===== src/shared/crcu_cfg.svh =====
// Constants for the checksum engine
`ifndef CRCU_CFG_SVH
`define CRCU_CFG_SVH
`define CRCU_POLY16 16'h8005
`define CRCU_POLYCCITT 16'h1021
`define CRCU_POLY32 32'h04C1_1DB7
`define CRCU_SEED_RST 32'h0000_0000
`define CRCU_CYC_BYTE 1
`define CRCU_CYC_WORD 4
`endif


===== src/shared/crcu_pkg.sv =====
// Types for the checksum engine
`default_nettype none
package crcu_pkg;
  typedef enum logic [1:0] {
    CRCU_MODE_16 = 2'b00,
    CRCU_MODE_CCITT = 2'b01,
    CRCU_MODE_32 = 2'b10
  } crcu_mode_e;
  typedef enum logic [1:0] {
    CRCU_SZ_BYTE = 2'b00,
    CRCU_SZ_HALF = 2'b01,
    CRCU_SZ_WORD = 2'b10
  } crcu_size_e;
  typedef struct packed {
    crcu_mode_e mode;
    logic dataCompl;
    logic dataByteRev;
    logic dataBitRev;
    logic sumCompl;
    logic sumByteRev;
    logic sumBitRev;
  } crcu_cfg_s;
  typedef struct packed {
    logic [31:0] data;
    crcu_size_e size;
  } crcu_wr_s;
  typedef enum logic [1:0] {
    CRCU_ST_IDLE = 2'b01,
    CRCU_ST_BUSY = 2'b10
  } crcu_state_e;
endpackage
`default_nettype wire


===== src/rtl/crcu_engine.sv =====
// Checksum engine: folds byte, half-word or word writes into a CRC
//
// Notes on behaviour
// - A 16-bit mode uses generator 0x8005.
// - A second 16-bit mode uses the CCITT generator 0x1021.
// - A 32-bit mode uses generator 0x04C11DB7.
// - Complement, byte reversal and bit reversal apply to data and sum.
// - Writes are 8, 16 or 32 bits and only their bytes are folded.
// - Software loads any seed from which accumulation starts.
// - One byte write is folded in a single clock cycle.
// - One word write is folded within four clock cycles.
// - The write port takes data from the DMA controller as from the core.
// - The result is 16 bits wide in 16-bit modes and 32 in 32-bit mode.
`include "crcu_cfg.svh"
`default_nettype none
module crcu_engine
  import crcu_pkg::*;
(
  input wire logic ref_clk,
  input wire logic rst,
  input wire crcu_cfg_s cfg,
  input wire logic seedLoad,
  input wire logic [31:0] seedValue,
  input wire logic wrValid,
  input wire crcu_wr_s wrData,
  output logic wrReady,
  output logic [31:0] checksum,
  output logic busy
);
  crcu_state_e state_q;
  logic [31:0] crc_q;
  logic [31:0] shift_q;
  logic [1:0] left_q;
  logic [31:0] raw;
  logic [31:0] dataIn;
  logic [31:0] crcOne;
  logic [31:0] res;
  logic [1:0] nBytes;
  logic wrTake;

  // Bit reversal within each byte, a byte swap over the written size
  function automatic logic [31:0] prep(input logic [31:0] d,
                                       input crcu_cfg_s c,
                                       input crcu_size_e s);
    logic [31:0] r;
    logic [31:0] q;
    r = c.dataCompl ? ~d : d;
    if (c.dataByteRev) begin
      unique case (s)
        CRCU_SZ_HALF: r = {16'h0000, r[7:0], r[15:8]};
        CRCU_SZ_WORD: r = {r[7:0], r[15:8], r[23:16], r[31:24]};
        default: r = r;
      endcase
    end
    // Mirror from a copy; reversing in place would undo half the swaps
    q = r;
    if (c.dataBitRev) begin
      for (int b = 0; b < 32; b++) begin
        r[b] = q[(b & ~7) + 7 - (b % 8)];
      end
    end
    return r;
  endfunction

  // One byte folded through the selected generator, MSB first
  function automatic logic [31:0] foldByte(input logic [31:0] c,
                                           input logic [7:0] d,
                                           input crcu_mode_e m);
    logic [31:0] x;
    x = c;
    for (int i = 7; i >= 0; i--) begin
      if (m == CRCU_MODE_32) begin
        x = x[31] ^ d[i] ? ((x << 1) ^ `CRCU_POLY32) : (x << 1);
      end else if (m == CRCU_MODE_CCITT) begin
        x = {16'h0000, (x[15] ^ d[i]) ?
             (x[15:0] << 1) ^ `CRCU_POLYCCITT : (x[15:0] << 1)};
      end else begin
        x = {16'h0000, (x[15] ^ d[i]) ?
             (x[15:0] << 1) ^ `CRCU_POLY16 : (x[15:0] << 1)};
      end
    end
    return x;
  endfunction

  // Bit-reversal of a byte mirrors bits inside the byte, so lane order holds
  always_comb begin
    raw = wrData.data;
    dataIn = prep(raw, cfg, wrData.size);
  end

  // A byte write finishes at once; larger writes walk one byte per cycle
  assign nBytes = (wrData.size == CRCU_SZ_WORD) ? 2'd3 :
                  (wrData.size == CRCU_SZ_HALF) ? 2'd1 : 2'd0;
  assign wrTake = wrValid && wrReady;

  always_comb begin
    if (state_q == CRCU_ST_IDLE) begin
      unique case (wrData.size)
        CRCU_SZ_WORD: crcOne = foldByte(crc_q, dataIn[31:24], cfg.mode);
        CRCU_SZ_HALF: crcOne = foldByte(crc_q, dataIn[15:8], cfg.mode);
        default: crcOne = foldByte(crc_q, dataIn[7:0], cfg.mode);
      endcase
    end else begin
      crcOne = foldByte(crc_q, shift_q[31:24], cfg.mode);
    end
  end

  always_ff @(posedge ref_clk) begin
    if (rst) begin
      state_q <= CRCU_ST_IDLE;
      left_q <= 2'd0;
      shift_q <= 32'h0000_0000;
    end else begin
      unique case (state_q)
        CRCU_ST_IDLE: begin
          if (wrTake && nBytes != 2'd0) begin
            state_q <= CRCU_ST_BUSY;
            left_q <= nBytes;
            shift_q <= (wrData.size == CRCU_SZ_WORD) ? dataIn << 8 :
                       {dataIn[7:0], 24'h00_0000};
          end
        end
        CRCU_ST_BUSY: begin
          shift_q <= shift_q << 8;
          left_q <= left_q - 2'd1;
          if (left_q == 2'd1) begin
            state_q <= CRCU_ST_IDLE;
          end
        end
      endcase
    end
  end

  // Seed load wins over folding; software should load while idle
  always_ff @(posedge ref_clk) begin
    if (rst) begin
      crc_q <= `CRCU_SEED_RST;
    end else if (seedLoad) begin
      crc_q <= (cfg.mode == CRCU_MODE_32) ? seedValue :
               {16'h0000, seedValue[15:0]};
    end else if (wrTake || state_q == CRCU_ST_BUSY) begin
      crc_q <= crcOne;
    end
  end

  always_ff @(posedge ref_clk) begin
    if (rst) begin
      wrReady <= 1'b1;
      busy <= 1'b0;
    end else begin
      wrReady <= !((wrTake && nBytes != 2'd0) ||
                   (state_q == CRCU_ST_BUSY && left_q != 2'd1));
      busy <= (wrTake && nBytes != 2'd0) ||
              (state_q == CRCU_ST_BUSY && left_q != 2'd1);
    end
  end

  // Output post-processing over the width of the active mode
  always_comb begin
    res = cfg.sumCompl ? ~crc_q : crc_q;
    if (cfg.mode != CRCU_MODE_32) begin
      res[31:16] = 16'h0000;
    end
    if (cfg.sumByteRev) begin
      res = (cfg.mode == CRCU_MODE_32) ?
            {res[7:0], res[15:8], res[23:16], res[31:24]} :
            {16'h0000, res[7:0], res[15:8]};
    end
    if (cfg.sumBitRev) begin
      res = {<<{res}};
      if (cfg.mode != CRCU_MODE_32) begin
        res = {16'h0000, res[31:16]};
      end
    end
  end

  always_ff @(posedge ref_clk) begin
    if (rst) begin
      checksum <= 32'h0000_0000;
    end else begin
      checksum <= res;
    end
  end
endmodule
`default_nettype wire


===== config.mk =====
export PLATFORM = sky130hd
export DESIGN_NAME = crcu_engine
export DESIGN_NICKNAME = d
export VERILOG_FILES = /design/src/shared/crcu_pkg.sv /design/src/rtl/crcu_engine.sv
export VERILOG_INCLUDE_DIRS = /design/src /design/src/shared
export SDC_FILE = /design/constraint.sdc
export NUM_CORES = 1
export LEC_CHECK = 0
export ABC_CLOCK_PERIOD_IN_PS = 4400
export BUFFER_PORTS_ARGS = -buffer_cell sky130_fd_sc_hd__buf_4
export CAP_MARGIN = 20
export CORE_ASPECT_RATIO = 1.2
export CORE_UTILIZATION = 40
export CTS_BUF_LIST = sky130_fd_sc_hd__clkbuf_16
export CTS_CLUSTER_SIZE = 8
export DETAILED_ROUTE_END_ITERATION = 10
export PLACE_DENSITY_LB_ADDON = 0.12
export RECOVER_POWER = 25
export SLEW_MARGIN = 20
export SYNTH_ARGS = -nofsm -noshare
export SYNTH_HDL_FRONTEND = slang
export SYNTH_SLANG_ARGS = --single-unit

===== constraint.sdc =====
create_clock -name ref_clk -period 4.4 [get_ports ref_clk]
set_input_delay 0.22 -clock ref_clk [delete_from_list [all_inputs] [get_ports ref_clk]]
set_output_delay 0.22 -clock ref_clk [all_outputs]
set_load 0.02 [all_outputs]

; ---- After elaboration in Yosys (flattened, before gate mapping)
; Index checks and enable logic that the tools add are counted.
[totals]
ff_bits = 102
inputBits = 78
out_inout_bits = 34
word_cells = 416
[classes]
add_sub_neg = 1
eq_ne = 11
muxes = 234
bitwise_logic = 153
reduce_logical = 10
[op_table]
columns = operator, n
row1 = $mux 32, 95
row2 = $mux 16, 65
row3 = $mux 27, 32
row4 = $mux 13, 32
row5 = $not 14->14, 29
row6 = $pmux 32 s2, 3
row7 = $not 3->3, 58
row8 = $not 32->32, 2
row9 = $xor 1x1->1, 64
row10 = $eq 2x1->1 const B, 4
row11 = $mux 2, 4
row12 = $pmux 2 s2, 2
row13 = $eq 2x2->1 const B, 3
row14 = $ne 2x1->1 const B, 2
row15 = $ne 2x2->1 const B, 2
row16 = $reduce_bool 2->1, 2
row17 = $logic_and 1x1->1, 3
row18 = $logic_or 1x1->1, 2
row19 = $reduce_and 2->1, 1
row20 = $reduce_or 2->1, 1
row21 = $sub 2x1->2 const B, 1
row22 = $logic_not 1->1, 1
row23 = $mux 1, 1

; ---- Depth between registers and ports, before layout
[depth]
depth_word = 55
depth_mapped = 20
mapped_depth_nobuf = 15

; ---- Worst setup path after synthesis
; OpenSTA, ideal clock, no wires.
[synth_path]
path_type = input port to flip-flop
start = in wrData[0] in the netlist's numbering
end = reg crc_q[2]
setup_ns = 0.116
arrival_time_ns = 4.249
required_ns = 4.284
slack_ns = 0.035
stages = 18
n_path_buf = 4
cell_sequence = inv_1 -> ha_1 -> buf_6 -> nand2b_1 -> buf_2 -> buf_6 -> buf_2 -> or4_1 -> nand3_1 -> xnor2_1 -> a2bb2oi_1 -> xnor3_1 -> xor2_2 -> xnor3_1 -> o22ai_1 -> xor2_1 -> nand2_1 -> a31o_2
[synth_via]
elab_chain_len = 54
elab_cells_between_ends = 252
classes_between = eq/ne (2) / mux (166) / bitwise (84)
[synth_lines]
columns = element, line_no
row1 = start: declaration, crcu_engine.sv:25  ; input wire crcu_wr_s wrData,
row2 = $eq 2x2->1 / $eq 2x1->1 (equally long branches), "crcu_engine.sv:49, crcu_engine.sv:98"
row3 = $pmux 32 s2, crcu_engine.sv:49  ; unique case (s)
row4 = $mux 32, crcu_engine.sv:48  ; if (c.dataByteRev) begin
row5 = $mux 32, crcu_engine.sv:57  ; if (c.dataBitRev) begin
row6 = $xor 1x1->1, "crcu_engine.sv:75, crcu_engine.sv:78"
row7 = $mux 16, crcu_engine.sv:78  ; x = {16'h0000, (x[15] ^ d[i]) ?
row8 = $mux 16, crcu_engine.sv:74  ; end else if (m == CRCU_MODE_CCITT) begin
row9 = $mux 32, crcu_engine.sv:72  ; if (m == CRCU_MODE_32) begin
row10 = [... 38 more ...], -
row11 = $xor 1x1->1, crcu_engine.sv:78
row12 = $mux 16, crcu_engine.sv:78
row13 = $mux 16, crcu_engine.sv:74
row14 = $mux 32, crcu_engine.sv:72
row15 = $pmux 32 s2 *, crcu_engine.sv:98  ; unique case (wrData.size)
row16 = $mux 32 *, crcu_engine.sv:97  ; if (state_q == CRCU_ST_IDLE) begin
row17 = $mux 32 *, crcu_engine.sv:141  ; end else if (wrTake || state_q == CRCU_ST_BUSY) begin
row18 = $mux 32 *, crcu_engine.sv:138  ; end else if (seedLoad) begin
row19 = end signal: assignment, crcu_engine.sv:137  ; crc_q <= `CRCU_SEED_RST;
row20 = end signal: assignment, crcu_engine.sv:139  ; crc_q <= (cfg.mode == CRCU_MODE_32) ? seedValue :
row21 = end signal: assignment, crcu_engine.sv:142  ; crc_q <= crcOne;
row22 = end: declaration, crcu_engine.sv:31  ; logic [31:0] crc_q;
; Every way passes the cells marked *; elsewhere a longest branch is shown, timed or not. The select of a mux whose other input is x is not followed.
; A chain may end at the register's enable or synchronous reset.

; ---- Final worst setup path
[layout_path]
start = in wrData[0] in the netlist's numbering
end = reg crc_q[1]
[layout_via]
elab_chain_len = 53
elab_cells_between_ends = 222
classes_between = eq/ne (2) / mux (160) / bitwise (60)
[layout_lines]
columns = element, line_no
row1 = $eq 2x2->1 / $eq 2x1->1 (equally long branches), "crcu_engine.sv:49, crcu_engine.sv:98"
row2 = $pmux 32 s2, crcu_engine.sv:49
row3 = $mux 32, crcu_engine.sv:48
row4 = $mux 32, crcu_engine.sv:57
row5 = $xor 1x1->1, "crcu_engine.sv:75, crcu_engine.sv:78"
row6 = $mux 16, crcu_engine.sv:78
row7 = $mux 16, crcu_engine.sv:74
row8 = $mux 32, crcu_engine.sv:72
row9 = [... 37 more ...], -
row10 = $mux 32, crcu_engine.sv:97
row11 = "$mux 16, or another cell as far along", crcu_engine.sv:78
row12 = $mux 16 / $mux 27 (equally long branches), "crcu_engine.sv:74, crcu_engine.sv:73"
row13 = $mux 32, crcu_engine.sv:72
row14 = $pmux 32 s2 *, crcu_engine.sv:98
row15 = $mux 32 *, crcu_engine.sv:97
row16 = $mux 32 *, crcu_engine.sv:141
row17 = $mux 32 *, crcu_engine.sv:138
; Marked as above.

==> impl_metrics.toml <==
[clock_tree]
cts_root_buf = "clkbuf_16"
ctsHoldBuffers = 0
clkLatencyLatePin_ns = 0.38
cts_tree = "yes"
cts_buffers = 9
cts_sinks = 94
path_clk_slew_ns = 0.08
htree_levels = 3
cts_buffer_depth = 2

[routing]
drtPass1Iterations = 7
vias_per_cell = 6.00
vias = 16300
antenna_left = 0
wirelength_mm = 74.3
post_drt_wl_per_cell_um = 27.4
drt_iter0_markers = 1820
drcViolationCount = 0

[timing]
setup_tns_ns = 0
rsz0062_at_grt = "true"
final.setup_skew_ns = 0.0200
finalCriticalPeriod_ns = 4.29
hold_viol = 0
maxSlewHeadroom = 0.269
fmax_ghz = 0.233
final-max-slew-violation-count = 0
setup_viol = 0
fin_crit_sh = 0.975
tightestPinTransition_ns = 1.09

[global_routing]
grt_overflow = 0
grt_pass1_wl_mm = 106
antenna_found_initial = 1
track_usage = 0.399
grt_max_degree = 65
grt_pass1_vias = 15600

[final_layout]
instances_no_fill = 2711
fillers = 3560
final_nets = 2326
areaGrowthSynthToFinish_pct = 29.5
diodes = 0
drive_above_1_share = 0.257
multi_input_area_um2 = 11900
register_area_um2 = 1880
utilization = 0.529

[placement]
place_congestion = 1.05
numPortBuffers = 111
dp_hpwl_mm = 58.6
dp_cells = 2685

[synthesis]
yosys.area.top_type = "xnor2_1"
ys_async_sr_fraction = 0
yosysSeqAreaShare = 0.131
yosysMostFrequentCell = "xnor2_1"
synth.top_cell.area_share = 0.184
ys.flop_type = "dfxtp_1"
ys_warn_count = 0
syn_nets = 1987
synth_area_per_cell_um2 = 7.52
synth_commonest_cells = "301 x xnor2_1, 225 x nor2_1, 156 x xor2_1"
ys_ff_latch = 94
synth_cell_types = 91
synth_area_leaders = "xnor2_1 18%, dfxtp_1 13%, xor2_1 9.5%, nor2_1 5.9%, nand2_1 3.8%"
syn_area_um2 = 14300
synth_edf_count = 0
synthCells = 1905

[run_status]
outcome = "complete, no violations"

[power_and_ir_drop]
power_mw = 9.74
ir_worst_vdd_v = 0.000312
p_leak_nw = 7.48
power_density_nw_per_um2 = 525

[critical_path]
reg2regPathDepth = 13
worstSetupPathType = "primary input to register"
crit_path_start_kind = "primary input"
critPathMaxFanout = 11
crit_start = "wrData[0]"
regToRegSetupSlack_ns = 0.20
r2r-start = "crc_q[31]"
cp-end-kind = "register"
critPathArrivalTime_ns = 4.61
cp.required_ns = 4.72

[flow_run]
cap_violations = 0

[worst_hold_path]
whs_path_depth = 3
hold_start = "seedValue[8]"
hold_class = "primary input to register"

[floorplan]
fp.dieW_um = 175
die_h_um = 209
rows = 75
ios = 112
start_util = 0.408
die_area_um2 = 36600
core_area_um2 = 35100
## sequential cells by signal, summed over array words and instances, names as in the netlist
name	flops
crc_q	32
shift_q	24
checksum	32
wrReady	1
state_q	2
busy	1
left_q	2
## path summary, 6_finish.rpt
check | to
hold reg to reg | shift_q[30]
hold / removal | crc_q[8]
setup / recovery | crc_q[1]
setup reg to reg | crc_q[1]
## routing by layer
layer / GRT usage / routed length, um / up-vias
li1: - / - / 7452
met1: 0.482 / 29200 / 7767
met2: 0.654 / 33800 / 810
met3: 0.0665 / 5780 / 237
met4: 0.257 / 5540 / 2
met5: 0 / 10 / -
## worst max-delay path: stages
cell       delay (ns)
buf_4            0.08
inv_1            0.07
ha_4             0.31
buf_12           0.11
buf_4            0.14
buf_4            0.13
and4b_1          0.18
a211o_1          0.31
a211oi_2         0.26
nor2_2           0.10
xnor2_2          0.16
xor3_1           0.50
mux2i_2          0.26
buf_4            0.15
xnor3_2          0.46
buf_4            0.21
a211o_1          0.27
a31oi_4          0.17
a2111oi_4        0.07
a211o_1          0.30
a21oi_2          0.13
## cell families (layout without fill, tap and decap cells)
| family | after synthesis | after routing | synth area share |
|---|---|---|---|
| AOI/OAI and AO/OA | 520 | 520 | 0.254 |
| xor gates and xnor gates | 487 | 487 | 0.324 |
| adders and majority gates | 14 | 14 | 0.0105 |
| buffers and inverters | 202 | 546 | 0.0581 |
| DFF | 94 | 94 | 0.131 |
| muxes | 64 | 64 | 0.0569 |
| and+or+nand+nor | 524 | 524 | 0.165 |
## cells in the final DEF (no fill, tap or decap), types with 39 or more instances in the layout
cell type	synthesis	routed
nor2_1	225	224
buf_4	7	460
xor2_1	156	151
mux2i_1	46	40
a22oi_1	42	39
a21oi_1	108	108
o21ai_0	81	79
nand2_1	146	146
dfxtp_1	94	94
a211oi_1	49	45
xnor2_1	301	294
## what timing repair did
item,in CTS,in global routing
pin swaps,0,9
endpoints found under the hold margin,0,0
setup buffers,0,10
endpoints found under the setup margin,7,14
gates resized for setup,6,40
## report_power, final
| group | switching, mW | internal (mW) |
|---|---|---|
| combinational | 4.09 | 3.62 |
| clock | 0.403 | 0.451 |
| sequential | 0.232 | 0.944 |
| total | 4.73 | 5.01 |
## per-stage QoR
step	hold slack (ns)	instance area [um^2]	setup WS, ns
global placement	0.468	18000	-0.621
global route	0.164	18600	-0.0726
finish	0.155	18600	0.109
floorplan	0.429	14300	0.0349
CTS	0.146	18400	0.00578
detailed placement	0.480	18000	-0.614
## final cells by class
class / instances / area share
tap: 462 / 0.0311
sequential: 94 / 0.101
clock buffer: 9 / 0.0121
clock inverter: 7 / 0.00431
timing repair buffer: 503 / 0.204
multi-input combinational: 1609 / 0.642
inverter: 27 / 0.00546
No activity file was read; power rests on OpenSTA's default activity.
